==> config.mk <==
export PLATFORM = sky130hd
export DESIGN_NAME = pfltc_top
export DESIGN_NICKNAME = d
export VERILOG_FILES = /design/src/pkg/pfltc_pkg.sv /design/src/verilog/pfltc_sync.sv /design/src/verilog/pfltc_top.sv
export SDC_FILE = /design/constraint.sdc
export NUM_CORES = 1
export LEC_CHECK = 0
export BUFFER_PORTS_ARGS = -buffer_cell sky130_fd_sc_hd__buf_2
export CORE_AREA = 2 2 85 95
export DETAILED_ROUTE_END_ITERATION = 10
export DIE_AREA = 0 0 87 97
export HOLD_SLACK_MARGIN = 0.12
export PLACE_DENSITY = 0.88
export SKIP_CTS_REPAIR_TIMING = 1
export SLEW_MARGIN = 25
export SYNTH_ARGS = -nofsm -noshare
export SYNTH_HDL_FRONTEND = slang
export SYNTH_SLANG_ARGS = --single-unit
==> constraint.sdc <==
create_clock -name ref_clk -period 7.7 [get_ports ref_clk]
set_clock_uncertainty 0.1 [all_clocks]
set_input_delay 1.155 -clock ref_clk [delete_from_list [all_inputs] [get_ports ref_clk]]
set_output_delay 1.155 -clock ref_clk [all_outputs]
set_load 0.02 [all_outputs]
==> src/pkg/pfltc_pkg.sv <==
// Constants, offsets and field layouts of the fault and trigger control block
package pfltc_pkg;

    // ==========================================================
    // Bus geometry
    localparam int ADDR_W = 4;
    localparam int DATA_W = 16;

    // ==========================================================
    // Register offsets
    localparam logic [3:0] OFS_FCL = 4'h0;
    localparam logic [3:0] OFS_TRIG = 4'h1;
    localparam logic [3:0] OFS_LEB = 4'h2;
    localparam logic [3:0] OFS_CTRL = 4'h3;
    localparam logic [3:0] OFS_STAT = 4'h4;
    localparam logic [3:0] OFS_IRQ_STAT = 4'h5;
    localparam logic [3:0] OFS_IRQ_MASK = 4'h6;

    // ==========================================================
    // Writable bits and reset values
    localparam logic [15:0] FCL_WMASK = 16'h1FFF;
    localparam logic [15:0] TRIG_WMASK = 16'hFFF8;
    localparam logic [15:0] LEB_WMASK = 16'hFFF8;
    localparam logic [15:0] REG_RESET = 16'h0000;
    localparam logic [15:0] TRIG_OFF = 16'h0000;
    localparam logic [15:0] TRIG_MIN = 16'h0008;

    // ==========================================================
    // Fault limit control fields
    localparam int FCL_MODE_LO = 0;
    localparam int FCL_POL = 2;
    localparam int FCL_SRC_LO = 3;

    // Fault response modes
    localparam logic [1:0] MODE_LATCH = 2'h0;
    localparam logic [1:0] MODE_CYCLE = 2'h1;
    localparam logic [1:0] MODE_OFF = 2'h3;

    // Codes that name a real source
    localparam logic [15:0] SRC_VALID = 16'hAF0F;
    localparam logic [3:0] SRC_CMP1 = 4'h0;
    localparam logic [3:0] SRC_SH1 = 4'h8;
    localparam logic [3:0] SRC_SH3 = 4'hA;
    localparam logic [3:0] SRC_IND2 = 4'hD;
    localparam logic [3:0] SRC_IND4 = 4'hF;

    // ==========================================================
    // Edge blanking fields
    localparam int LEB_INT_LO = 3;
    localparam int LEB_INT_W = 7;
    localparam int LEB_CL_EN = 10;
    localparam int LEB_FLT_EN = 11;
    localparam int LEB_LF = 12;
    localparam int LEB_LR = 13;
    localparam int LEB_HF = 14;
    localparam int LEB_HR = 15;

    // ==========================================================
    // Control, status and interrupt fields
    localparam int CTRL_OVR_LO = 0;
    localparam int CTRL_CLR = 8;
    localparam int IRQ_TRIG = 0;
    localparam int IRQ_FAULT = 1;
    localparam int IRQ_W = 2;

    // ==========================================================
    // Timing
    localparam int CLK_PERIOD_NS = 4;
    localparam int LEB_STEP_NS = 8;
    localparam int LEB_STEP_CYC = (LEB_STEP_NS / CLK_PERIOD_NS) < 1 ? 1
                                  : (LEB_STEP_NS / CLK_PERIOD_NS);
    localparam int BLANK_W = 9;

    // Width of the synchronised pin bundle
    localparam int PIN_W = 11;

endpackage : pfltc_pkg

==> src/verilog/pfltc_sync.sv <==
// Two-stage synchroniser for a bundle of asynchronous pins
module pfltc_sync #(
    parameter int WIDTH = 1
) (
    // Clock and reset
    input wire logic ref_clk,
    input wire logic rst,
    // Pins and synchronised copy
    input wire logic [WIDTH-1:0] async_in,
    output logic [WIDTH-1:0] sync_out
);

    logic [WIDTH-1:0] meta_reg;

    // Both stages; only the second stage is visible
    always_ff @(posedge ref_clk or posedge rst) begin
        if (rst) begin
            meta_reg <= '0;
            sync_out <= '0;
        end else begin
            meta_reg <= async_in;
            sync_out <= meta_reg;
        end
    end

endmodule : pfltc_sync

==> src/verilog/pfltc_top.sv <==
// Fault selection, override, edge blanking and trigger logic of one channel
// Operation
// - Source codes 0-3 pick comparators 1-4; codes 4-7 select nothing.
// - Codes 8, 9, 10 and 11 pick shared fault inputs 1, 2, 3 and 4.
// - Codes 13 and 15 pick independent faults 2 and 4; 12, 14 nothing.
// - Polarity one means the source is active low, zero active high.
// - Mode 0 forces both outputs to override values and latches it.
// - Mode 1 forces both outputs to override values until next cycle.
// - Mode 3 ignores the fault; mode 2 is reserved.
// - Trigger compare value sits in bits 15:3, compared to the time base.
// - A time base match fires the converter start and trigger interrupt.
// - A compare value of zero never fires a trigger.
// - Trigger compare bits 2:0 read as zero.
// - Blanking interval counts in steps of eight nanoseconds.
// - Current-limit blanking enable clear leaves that input unblanked.
//
// Local design decisions: the plain strobed port and the address map.
module pfltc_top (
    // Clock and reset
    input wire logic ref_clk,
    input wire logic rst,
    // Register port
    input wire logic [pfltc_pkg::ADDR_W-1:0] reg_addr,
    input wire logic [pfltc_pkg::DATA_W-1:0] reg_wdata,
    input wire logic reg_wr,
    input wire logic reg_rd,
    output logic [pfltc_pkg::DATA_W-1:0] reg_rdata,
    // Fault and current-limit pins
    input wire logic [3:0] comparator_in,
    input wire logic [3:0] shared_fault_in,
    input wire logic independent_fault_in_2,
    input wire logic independent_fault_in_4,
    input wire logic current_limit_in,
    // PWM generator side
    input wire logic pwm_high_in,
    input wire logic pwm_low_in,
    input wire logic cycle_start,
    input wire logic [15:0] time_base,
    // Outputs
    output logic pwm_high_output,
    output logic pwm_low_output,
    output logic current_limit_blanked,
    output logic adc_trigger,
    output logic irq
);
    import pfltc_pkg::*;

    // ==========================================================
    // Registers
    logic [15:0] fault_limit_control_reg;
    logic [15:0] trigger_compare_reg;
    logic [15:0] edge_blanking_control_reg;
    logic [1:0] fault_override_value_reg;
    logic [IRQ_W-1:0] irq_stat_reg;
    logic [IRQ_W-1:0] irq_stat_next;
    logic [IRQ_W-1:0] irq_mask_reg;
    logic latch_reg;
    logic latch_next;
    logic cycle_reg;
    logic cycle_next;
    logic [BLANK_W-1:0] blank_cnt_reg;
    logic pwm_high_prev_reg;
    logic pwm_low_prev_reg;
    logic hit_prev_reg;

    // ==========================================================
    // Pin synchroniser
    logic [PIN_W-1:0] pins_sync;
    pfltc_sync #(
        .WIDTH(PIN_W)
    ) u_sync (
        .ref_clk(ref_clk),
        .rst(rst),
        .async_in({current_limit_in, independent_fault_in_4, independent_fault_in_2,
                   shared_fault_in, comparator_in}),
        .sync_out(pins_sync)
    );

    // ==========================================================
    // Field decode
    wire [1:0] fault_response_mode = fault_limit_control_reg[FCL_MODE_LO +: 2];
    wire fault_polarity = fault_limit_control_reg[FCL_POL];
    wire [3:0] fault_source_select = fault_limit_control_reg[FCL_SRC_LO +: 4];
    wire [12:0] trigger_compare_value = trigger_compare_reg[15:3];
    wire [LEB_INT_W-1:0] blanking_interval = edge_blanking_control_reg[LEB_INT_LO +: LEB_INT_W];
    wire fault_blanking_enable = edge_blanking_control_reg[LEB_FLT_EN];
    wire current_limit_blanking_enable = edge_blanking_control_reg[LEB_CL_EN];
    wire high_rise_blank_trigger = edge_blanking_control_reg[LEB_HR];
    wire high_fall_blank_trigger = edge_blanking_control_reg[LEB_HF];
    wire low_rise_blank_trigger = edge_blanking_control_reg[LEB_LR];
    wire low_fall_blank_trigger = edge_blanking_control_reg[LEB_LF];

    // ==========================================================
    // Fault source selection
    wire [3:0] cmp_sync = pins_sync[3:0];
    wire [3:0] shared_sync = pins_sync[7:4];
    wire ind2_sync = pins_sync[8];
    wire ind4_sync = pins_sync[9];
    wire cl_sync = pins_sync[10];
    wire [15:0] src_vec = {ind4_sync, 1'b0, ind2_sync, 1'b0,
                           shared_sync[3:0],
                           4'h0, cmp_sync[3:0]};
    wire fault_raw = src_vec[fault_source_select];
    wire src_ok = SRC_VALID[fault_source_select];
    // Polarity first, then blanking and mode logic
    wire fault_asserted = src_ok & (fault_raw ^ fault_polarity);

    // ==========================================================
    // Leading-edge blanking
    wire blank_start = (high_rise_blank_trigger & pwm_high_in & ~pwm_high_prev_reg)
                     | (high_fall_blank_trigger & ~pwm_high_in & pwm_high_prev_reg)
                     | (low_rise_blank_trigger & pwm_low_in & ~pwm_low_prev_reg)
                     | (low_fall_blank_trigger & ~pwm_low_in & pwm_low_prev_reg);
    wire [BLANK_W-1:0] blank_load = BLANK_W'(blanking_interval * LEB_STEP_CYC);
    wire blank_active = blank_cnt_reg != '0;
    wire fault_eff = fault_asserted & ~(fault_blanking_enable & blank_active);
    wire cl_eff = cl_sync & ~(current_limit_blanking_enable & blank_active);

    // ==========================================================
    // Fault response
    wire mode_latch = fault_response_mode == MODE_LATCH;
    wire mode_cycle = fault_response_mode == MODE_CYCLE;
    wire latch_clr = reg_wr & (reg_addr == OFS_CTRL) & reg_wdata[CTRL_CLR];
    wire override = (latch_reg & mode_latch) | (cycle_reg & mode_cycle);
    wire fault_event = fault_eff & (mode_latch | mode_cycle);

    // Latch set wins over a software clear
    assign latch_next = (fault_eff & mode_latch) | (latch_reg & ~latch_clr);
    // Cycle hold set wins over the cycle boundary
    assign cycle_next = (fault_eff & mode_cycle) | (cycle_reg & ~cycle_start);

    // ==========================================================
    // Trigger compare
    wire trig_hit = (trigger_compare_reg != TRIG_OFF)
                  & (time_base == {trigger_compare_value, 3'h0});
    wire trig_fire = trig_hit & ~hit_prev_reg;

    // ==========================================================
    // Register decode
    wire wr_fcl = reg_wr & (reg_addr == OFS_FCL);
    wire wr_trig = reg_wr & (reg_addr == OFS_TRIG);
    wire wr_leb = reg_wr & (reg_addr == OFS_LEB);
    wire wr_ctrl = reg_wr & (reg_addr == OFS_CTRL);
    wire wr_mask = reg_wr & (reg_addr == OFS_IRQ_MASK);
    wire rd_istat = reg_rd & (reg_addr == OFS_IRQ_STAT);
    wire [IRQ_W-1:0] irq_set = {fault_event, trig_fire};
    wire [15:0] stat_word = {13'h0, fault_asserted, cycle_reg, latch_reg};
    wire [15:0] rd_mux =
        (reg_addr == OFS_FCL) ? fault_limit_control_reg :
        (reg_addr == OFS_TRIG) ? (trigger_compare_reg & TRIG_WMASK) :
        (reg_addr == OFS_LEB) ? edge_blanking_control_reg :
        (reg_addr == OFS_CTRL) ? {14'h0, fault_override_value_reg} :
        (reg_addr == OFS_STAT) ? stat_word :
        (reg_addr == OFS_IRQ_STAT) ? {14'h0, irq_stat_reg} :
        (reg_addr == OFS_IRQ_MASK) ? {14'h0, irq_mask_reg} : 16'h0000;

    // Sticky events; a new event wins over the read clear
    assign irq_stat_next = irq_set | (irq_stat_reg & ~{IRQ_W{rd_istat}});

    // ==========================================================
    // Software registers
    always_ff @(posedge ref_clk or posedge rst) begin
        if (rst) begin
            fault_limit_control_reg <= REG_RESET;
            trigger_compare_reg <= REG_RESET;
            edge_blanking_control_reg <= REG_RESET;
            fault_override_value_reg <= 2'h0;
            irq_mask_reg <= '0;
        end else begin
            if (wr_fcl) fault_limit_control_reg <= reg_wdata & FCL_WMASK;
            if (wr_trig) trigger_compare_reg <= reg_wdata & TRIG_WMASK;
            if (wr_leb) edge_blanking_control_reg <= reg_wdata & LEB_WMASK;
            if (wr_ctrl) fault_override_value_reg <= reg_wdata[CTRL_OVR_LO +: 2];
            if (wr_mask) irq_mask_reg <= reg_wdata[IRQ_W-1:0];
        end
    end

    // Fault state, blanking counter and edge history
    always_ff @(posedge ref_clk or posedge rst) begin
        if (rst) begin
            latch_reg <= 1'b0;
            cycle_reg <= 1'b0;
            blank_cnt_reg <= '0;
            pwm_high_prev_reg <= 1'b0;
            pwm_low_prev_reg <= 1'b0;
            hit_prev_reg <= 1'b0;
            irq_stat_reg <= '0;
        end else begin
            latch_reg <= latch_next;
            cycle_reg <= cycle_next;
            if (blank_start) begin
                blank_cnt_reg <= blank_load;
            end else if (blank_active) begin
                blank_cnt_reg <= blank_cnt_reg - 1'b1;
            end
            pwm_high_prev_reg <= pwm_high_in;
            pwm_low_prev_reg <= pwm_low_in;
            hit_prev_reg <= trig_hit;
            irq_stat_reg <= irq_stat_next;
        end
    end

    // Registered outputs
    always_ff @(posedge ref_clk or posedge rst) begin
        if (rst) begin
            pwm_high_output <= 1'b0;
            pwm_low_output <= 1'b0;
            current_limit_blanked <= 1'b0;
            adc_trigger <= 1'b0;
            irq <= 1'b0;
            reg_rdata <= 16'h0000;
        end else begin
            pwm_high_output <= override ? fault_override_value_reg[1] : pwm_high_in;
            pwm_low_output <= override ? fault_override_value_reg[0] : pwm_low_in;
            current_limit_blanked <= cl_eff;
            adc_trigger <= trig_fire;
            irq <= |(irq_stat_next & irq_mask_reg);
            reg_rdata <= reg_rd ? rd_mux : 16'h0000;
        end
    end
endmodule : pfltc_top

# == After elaboration in Yosys (flattened, before gate mapping) ==
# Memory sizes are Yosys's and may differ from the RTL's.
# Index checks and enable logic that the tools add are counted.
# word_totals
inputBits,54
word_cells,102
ff_bits,102
n_memories,1
out_inout_bits,21
romBits,16
# op_classes
bitwise_logic,50
order_cmp,1
n_reduce_logical,6
addsub,1
muxes,15
n_eq_ne,8
# memory_table
name,words,width,rd,rd_clocked_by_memory_dff,write_ports,line_no,source
(no name shown),16,1,1,0,0,pfltc_top.sv:104,wire src_ok = SRC_VALID[fault_source_select];
# op_table
op,n
16-bit 2-to-1 mux,4
1-bit bitwise AND,29
9-bit 2-to-1 mux,2
16-bit equality test,1
16-bit nonzero test,1
4-bit by 3-bit equality test with 1-bit output (second input constant),3
1-bit NOT,9
9-bit nonzero test,1
9-bit by 1-bit subtractor with 9-bit output (second input constant),1
4-bit by 2-bit equality test with 1-bit output (second input constant),2
1-bit OR,7
3-bit 2-to-1 mux,2
4-bit by 5-bit < comparator with 1-bit output (second input constant),1
2-bit bitwise AND,2
1-bit binary-select mux with 4-bit select,1
4-bit by 1-bit equality test with 1-bit output (second input constant),1
4-bit logical NOT,1
1-bit 2-to-1 mux,4
2-bit 2-to-1 mux,2
2-bit by 1-bit equality test with 1-bit output (second input constant),1
2-bit logical NOT,1
2-bit NOT,1
2-bit OR,1
2-bit nonzero test,1
2 further kinds,2

# == Logic depth before layout (Yosys ltp) ==
# Gate-level depths: netlist of the first run.
# logic_depth
ltp_word,10
mapped_depth,6

# == Modules after synthesis ==
# From an unflattened synthesis of the first run, not the netlist that was laid out.
# unflattened
cells_unflattened,359
area_unflattened_um2,4376.7
# by_module_without_submodules
module,area_each_um2,cells_each,instances,seq_area_each_um2
pfltc_top,3822.4,336,1,2001.9
pfltc_sync,554.3,23,1,550.5

# == Least setup slack after synthesis of the first run ==
# OpenSTA, ideal clock, no wires.
# synth_path
path_kind,input port to flip-flop
startpoint,in reg_addr[1] (netlist bit)
endpoint,reg fault_limit_control_reg[0]
path_stages,4
required_ns,7.475
setup_slack_ns,5.132
setup_time_ns,0.125
arrival_time_ns,2.343
path_cell_list,nor4_1 nand2_1 buf_4 mux2_2
# synth_via
elab_chain_len,2
# synth_rtl
element,line_no,source
"start, declared",pfltc_top.sv:23,"input wire logic [pfltc_pkg::ADDR_W-1:0] reg_addr,"
4-bit logical NOT,pfltc_top.sv:140,wire wr_fcl = reg_wr & (reg_addr == OFS_FCL);
1-bit bitwise AND,pfltc_top.sv:140,
"end signal, assigned",pfltc_top.sv:170,if (wr_fcl) fault_limit_control_reg <= reg_wdata & FCL_WMASK;
"end, declared",pfltc_top.sv:50,logic [15:0] fault_limit_control_reg;
# Every way passes these cells.
# A chain may end at the register's enable or synchronous reset.

# == Worst setup path in the final report of the first run ==
# layout_path
startpoint,in reg_addr[0] (netlist bit)
endpoint,reg fault_limit_control_reg[7]
# Same word-level chain as after synthesis.

==> results.sh, run 1 <==
export IMPL_area_delta_synth_final_pct=14.51
export IMPL_fin_crit_sh_pct=41.09
export IMPL_via_per_inst=5.979
export IMPL_maxCapViolCount=0
export IMPL_leakage_nw=2.397
export IMPL_tightest_slew_ns=0.8360
export IMPL_layout_min_cycle_time_ns=3.164
export IMPL_regMostFlops="reg_rdata"
export IMPL_post_route_util_pct=67.73
export IMPL_avgSynthCellArea_um2=12.28
export IMPL_coreArea_mm2=0.007391
export IMPL_antenna_cells=0
export IMPL_start_util_pct=59.15
export IMPL_grt_overflow=0
export IMPL_switching_share_pct=33.73
export IMPL_setup_worst_path_end_class="flip-flop"
export IMPL_peakVddDrop_mv=0.1876
export IMPL_clk_path_buf_depth=2
export IMPL_cts_tree="yes"
export IMPL_grt_pass1_wl_um=15750
export IMPL_whs_ns=0.2583
export IMPL_cts_sinks=102
export IMPL_drt_initial_drc_count=283
export IMPL_clk_latency_ns=0.38
export IMPL_hold_viol_final=0
export IMPL_yosys_cell_types_count=51
export IMPL_cts_root_buf="clkbuf_8"
export IMPL_grt_pass1_vias=3234
export IMPL_arrival_ns=3.33
export IMPL_pre_cts_ws_ns=4.203
export IMPL_fillers=534
export IMPL_use_met1_pct=31.87
export IMPL_slew_violations=0
export IMPL_drive_gt1_share_pct=34.78
export IMPL_fmax_ghz=0.3160
export IMPL_pwr_share_seq_pct=52.3
export IMPL_clockPowerShare_pct=23.9
export IMPL_boundaryPins=75
export IMPL_cts_buffers=9
export IMPL_grt_usage_pct=24.63
export IMPL_largest_reg_flops=16
export IMPL_outcome="completed"
export IMPL_synthCells=356
export IMPL_grt_busiest_layer="met2"
export IMPL_layout_common_cells="dfrtp_1 (102), buf_2 (74), mux2_2 (50)"
export IMPL_critPathKind="input pin to flip-flop"
export IMPL_critPathRequiredTime_ns=7.87
export IMPL_hold_path_class="flip-flop to flip-flop"
export IMPL_path_clk_slew_ns=0.11
export IMPL_yosysWarnings=0
export IMPL_ant_nets=0
export IMPL_p_int_mw=0.9256
export IMPL_async_reset_ff_share_pct=100.0
export IMPL_synth_edf_count=0
export IMPL_dieArea_mm2=0.008439
export IMPL_ys_seq_elements=102
export IMPL_grt_setup_unrepaired="false"
export IMPL_dpl_hpwl_um=7132
export IMPL_reg2reg_slack_ns=5.51
export IMPL_final_setup_tns_ns=0
export IMPL_drc=0
export IMPL_met2_usage_pct=39.87
export IMPL_final_common_cell="dfrtp_1"
export IMPL_dr_pass1_iters=4
export IMPL_ys_flop_type="dfrtp_1"
export IMPL_seq_area_frac_synth_pct=58.39
export IMPL_vias=3133
export IMPL_gp_congestion=0.8923
export IMPL_routedWlPerCell_um=18.74
export IMPL_gr_usage_met3_pct=5.546
export IMPL_combPwrFrac_pct=23.8
export IMPL_antenna_found_initial=0
export IMPL_cp_start_kind="input pin"
export IMPL_slew_headroom_pct=43.75
export IMPL_cts_max_level=3
export IMPL_mappedNetlistNets=412
export IMPL_switchingPower_mw=0.4711
export IMPL_die_h_um=97
export IMPL_crit_fanout=23
export IMPL_die_w_um=87
export IMPL_setup_viol=0
export IMPL_io_buffer_count=74
export IMPL_syn_area_mm2=0.004372
export IMPL_fin_ws_ns=4.536
export IMPL_final_net_count=488
export IMPL_p_per_area_mw_per_mm2=279.0
export IMPL_rows=33
export IMPL_finalWirelength_um=9821
export IMPL_grt_max_degree=68
==> final cells by class <==
type | instances | area [um2] | area share, %
clock buffers | 9 | 123.9 | 2.474
clock inverters | 7 | 73.82 | 1.475
inverters | 20 | 77.57 | 1.550
multi-input cells | 224 | 1692 | 33.79
flip-flops and latches | 102 | 2552 | 50.99
well taps | 87 | 108.9 | 2.174
repair buffers | 75 | 377.9 | 7.548
==> cell usage after synthesis (2+ instances only) <==
library cell | n | area [um2]
nand3_1 | 11 | 55.05
a31oi_1 | 2 | 12.51
clkbuf_1 | 2 | 7.510
buf_2 | 2 | 10.01
mux2_2 | 50 | 563.0
buf_1 | 3 | 11.26
xnor2_1 | 6 | 52.55
o211ai_1 | 4 | 30.03
nor3_1 | 9 | 45.04
nor2b_1 | 7 | 43.79
nor4_1 | 7 | 43.79
ha_1 | 2 | 25.02
dfrtp_1 | 102 | 2552
nor2_1 | 27 | 101.4
o22ai_2 | 2 | 25.02
xor2_1 | 14 | 122.6
a21o_1 | 2 | 15.01
nand2_1 | 15 | 56.30
and2_1 | 2 | 12.51
a21oi_1 | 12 | 60.06
o21ai_0 | 9 | 45.04
o31ai_1 | 3 | 22.52
mux2i_1 | 4 | 40.04
a22oi_1 | 5 | 37.54
nand4_1 | 2 | 12.51
o22ai_1 | 7 | 43.79
nand3b_1 | 2 | 15.01
inv_1 | 19 | 71.32
a32o_1 | 2 | 20.02
==> power groups by stage <==
stage / clock network [mW] / registers [mW] / logic [mW]
final: 0.334 / 0.730 / 0.332
after floorplan: 0 / 0.715 / 0.249
after CTS: 0.339 / 0.728 / 0.332
after detailed placement: 0 / 0.738 / 0.328
after global placement: 0 / 0.732 / 0.312
after global routing: 0.364 / 0.742 / 0.364
==> kinds of logic after synthesis <==
group	Yosys count	share of synthesized area (%)
AOI/OAI and AO/OA	57	9.330
adders and majority gates	2	0.5723
xor gates and xnor gates	20	4.007
muxes	55	14.31
and+or+nand+nor	90	10.47
DFF	102	58.39
buffers and inverters	30	2.919
==> path summary, 6_finish.rpt <==
check / from / end / cells past startpoint
max: reg_addr[0] / fault_limit_control_reg[7] / 4
min: u_sync.meta_reg[2] / u_sync.sync_out[2] / 0
max in group asynchronous: rst / pwm_high_prev_reg / 3
max reg2reg: fault_limit_control_reg[3] / latch_reg / 5
min reg2reg: u_sync.meta_reg[2] / u_sync.sync_out[2] / 0
min in group asynchronous: rst / adc_trigger / 2
==> per-layer routing <==
layer / vias up / share of wire, %
met4: 0 / 2.6
met1: 1553 / 40
li1: 1414 / -
met5: - / 0
met3: 22 / 6.8
met2: 144 / 51
==> critical path, stage by stage <==
cell     delay [ns]
buf_2          0.24
nor4_1         0.78
nand2_1        0.68
mux2_2         0.48
==> per-stage QoR <==
stage | power (mW) | instance area (um2) | std cells
2_1_floorplan | 0.9640 | 4372 | 356
3_3_place_gp | 1.043 | 4808 | 508
3_5_place_dp | 1.067 | 4808 | 508
4_1_cts | 1.399 | 5006 | 524
5_1_grt | 1.470 | 5006 | 524
6_report | 1.397 | 5006 | 524
Power figures use the tool's default switching activity.
==> run 2: changes to the inputs <==
- ABC_AREA: default -> 1
- CORE_AREA: 2 2 85 95 -> 2 2 93 104
- DIE_AREA: 0 0 87 97 -> 0 0 95 106
- PLACE_DENSITY: 0.88 -> 0.79
- clock period: 7.7 -> 2.55 ns (I/O delays scaled with it)
==> run 2 against run 1 <==
Global-route usage shrank 3.4 points; critical path type unchanged; total power grew to 3.0 times the previous value; count of clock-buffer cells in the layout grew 1; synthesized area grew 1.8%; core utilization shrank 9.6 points; sequential share of layout area shrank 2.9 points; design area grew 6.0%; register-to-register slack lost 4.8 ns; die area grew 19%; setup slack lost 3.9 ns; highest routed layer unchanged; critical path depth grew 5.
==> results.sh, run 2 <==
export IMPL_outcome="completed"
export IMPL_via_per_inst=5.269
export IMPL_antenna_cells=0
export IMPL_cts_sinks=102
export IMPL_coreArea_mm2=0.009120
export IMPL_clk_latency_ns=0.36
export IMPL_cpMostUsedCell="nor2_1"
export IMPL_grt_max_degree=61
export IMPL_clk_path_buf_depth=2
export IMPL_antenna_found_initial=0
export IMPL_dpl_hpwl_um=7590
export IMPL_yosysMostFrequentCell="nand2_1"
export IMPL_syn_area_mm2=0.004449
export IMPL_path_clk_slew_ns=0.09
export IMPL_io_buffer_count=74
export IMPL_cts_buffers=9
export IMPL_drc=0
export IMPL_mappedNetlistNets=537
export IMPL_die_w_um=95
export IMPL_p_total_mw=4.132
export IMPL_routedWlPerCell_um=14.69
export IMPL_async_reset_ff_share_pct=100.0
export IMPL_start_util_pct=48.79
export IMPL_largest_reg_flops=16
export IMPL_grt_pass1_vias=3602
export IMPL_cts_max_level=3
export IMPL_cts_tree="yes"
export IMPL_drive_gt1_share_pct=23.32
export IMPL_hold_viol_final=0
export IMPL_yosysWarnings=0
export IMPL_setup_viol=0
export IMPL_ant_nets=0
export IMPL_slew_violations=0
export IMPL_gp_congestion=0.9409
export IMPL_slowest_stage="dlygate4sd3_1"
export IMPL_layout_common_cells="nand2_1 (112), dfrtp_1 (102), buf_2 (74)"
export IMPL_pre_cts_ws_ns=0.4921
export IMPL_tightest_slew_ns=0.5851
export IMPL_crit_chain="dlygate4sd3_1, buf_2, nand2_1, nor2_1, a31oi_1, nand3_1, nor2_1, inv_1, o221ai_1"
export IMPL_critPathRequiredTime_ns=2.72
export IMPL_synthCells=481
export IMPL_yosys_area_top_type="dfrtp_1"
export IMPL_slew_headroom_pct=60.64
export IMPL_grt_overflow=0
export IMPL_cp_start_kind="input pin"
export IMPL_arrival_ns=2.11
export IMPL_maxCapViolCount=0
export IMPL_dieArea_mm2=0.01007
export IMPL_fmax_ghz=0.5161
export IMPL_fillers=786
export IMPL_die_h_um=106
export IMPL_dr_pass1_iters=6
export IMPL_fin_ws_ns=0.6122
export IMPL_grt_pass1_wl_um=16510
export IMPL_final_area_mm2=0.005305
export IMPL_seq_area_frac_synth_pct=57.37
export IMPL_finalWirelength_um=10230
export IMPL_ys_top_cells_by_count="nand2_1 (112), dfrtp_1 (102), inv_1 (57), nor2_1 (36), o21ai_0 (33)"
export IMPL_vias=3667
export IMPL_peakVddDrop_mv=0.3880
export IMPL_area_delta_synth_final_pct=19.24
export IMPL_crit_fanout=5
export IMPL_synth_top_area_share_pct=57.37
export IMPL_yosys_cell_types_count=39
export IMPL_placed_area_mm2=0.004955
export IMPL_hold_path_class="input pin to flip-flop"
export IMPL_ys_seq_elements=102
export IMPL_p_per_area_mw_per_mm2=778.9
export IMPL_final_setup_tns_ns=0
export IMPL_rows=37
export IMPL_path_buf_inv=3
export IMPL_setup_worst_path_end_class="flip-flop"
export IMPL_synth_edf_count=0
export IMPL_final_common_cell="nand2_1"
export IMPL_critPathKind="input pin to flip-flop"
export IMPL_final_net_count=632
export IMPL_grt_usage_pct=21.26
export IMPL_grt_setup_unrepaired="false"
export IMPL_leakage_nw=2.689
export IMPL_fin_crit_sh_pct=75.99
export IMPL_ys_flop_type="dfrtp_1"
export IMPL_critPathMaxStageDelay_ns=0.53
export IMPL_avgSynthCellArea_um2=9.250
export IMPL_regMostFlops="reg_rdata"
export IMPL_cts_root_buf="clkbuf_8"
export IMPL_cp_top_family="buffers and inverters"
export IMPL_boundaryPins=75
export IMPL_drt_initial_drc_count=196
export IMPL_layout_min_cycle_time_ns=1.938
export IMPL_synth_area_top_cells="dfrtp_1 (57%), nand2_1 (9.4%), inv_1 (4.8%)"
[run 2: per-stage QoR]
stage	hold slack, ns	utilization, %	cells
floorplan	0.2312	-	481
global placement	0.1708	54.33	668
detailed placement	0.1746	54.33	668
CTS	-0.2199	56.63	682
global route	0.1844	58.17	696
finish	0.1761	58.17	696
[run 2: layer usage]
metal	part of all wire, %	wire [um]	GRT usage (%)	vias up
met5	0	0	0	-
met3	4.8	490	4.323	25
li1	-	-	-	1746
met1	41	4207	26.76	1773
met4	2.4	250	7.660	0
met2	52	5276	36.12	123
[run 2: final timing paths]
path	cells after the start	slack, ns	from	end
max	9	0.61	pwm_high_in	blank_cnt_reg[1]
min	4	0.18	cycle_start	cycle_reg
max reg2reg	9	0.74	blank_cnt_reg[0]	blank_cnt_reg[1]
min reg2reg	0	0.24	u_sync.meta_reg[10]	u_sync.sync_out[10]
max in group asynchronous	4	1.32	rst	reg_rdata[2]
min in group asynchronous	3	0.34	rst	u_sync.meta_reg[7]
[run 2: power by group]
| part | switching [mW] | internal (mW) | leakage (nW) |
|---|---|---|---|
| clock network | 0.524 | 0.567 | 0.104 |
| logic | 0.579 | 0.386 | 1.30 |
| registers | 0.203 | 1.87 | 1.28 |
| total | 1.31 | 2.83 | 2.69 |
[run 2: logic make-up after synthesis]
group / after synthesis / share of synthesized area [%]
simple gates: 209 / 21.04
flops: 102 / 57.37
compound gates: 83 / 11.92
buf+inv: 74 / 6.890
xor+xnor: 10 / 1.968
fa+ha+maj: 2 / 0.5623
mux: 1 / 0.2531
[run 2: layout make-up]
type | count | area, um2 | share of cell area, %
Clock buffer | 10 | 137.6 | 2.594
Clock inverter | 4 | 72.57 | 1.368
Inverter | 66 | 252.7 | 4.764
Multi-Input combinational cell | 305 | 1590 | 29.98
Sequential cell | 102 | 2552 | 48.11
Tap cell | 117 | 146.4 | 2.759
Timing Repair Buffer | 92 | 553.0 | 10.42
[run 2: tightest hold or removal path, delay by kind of cell]
| family | cells | cell delay (ns) |
|---|---|---|
| simple gates | 2 | 0.10 |
| buf+inv | 2 | 0.12 |
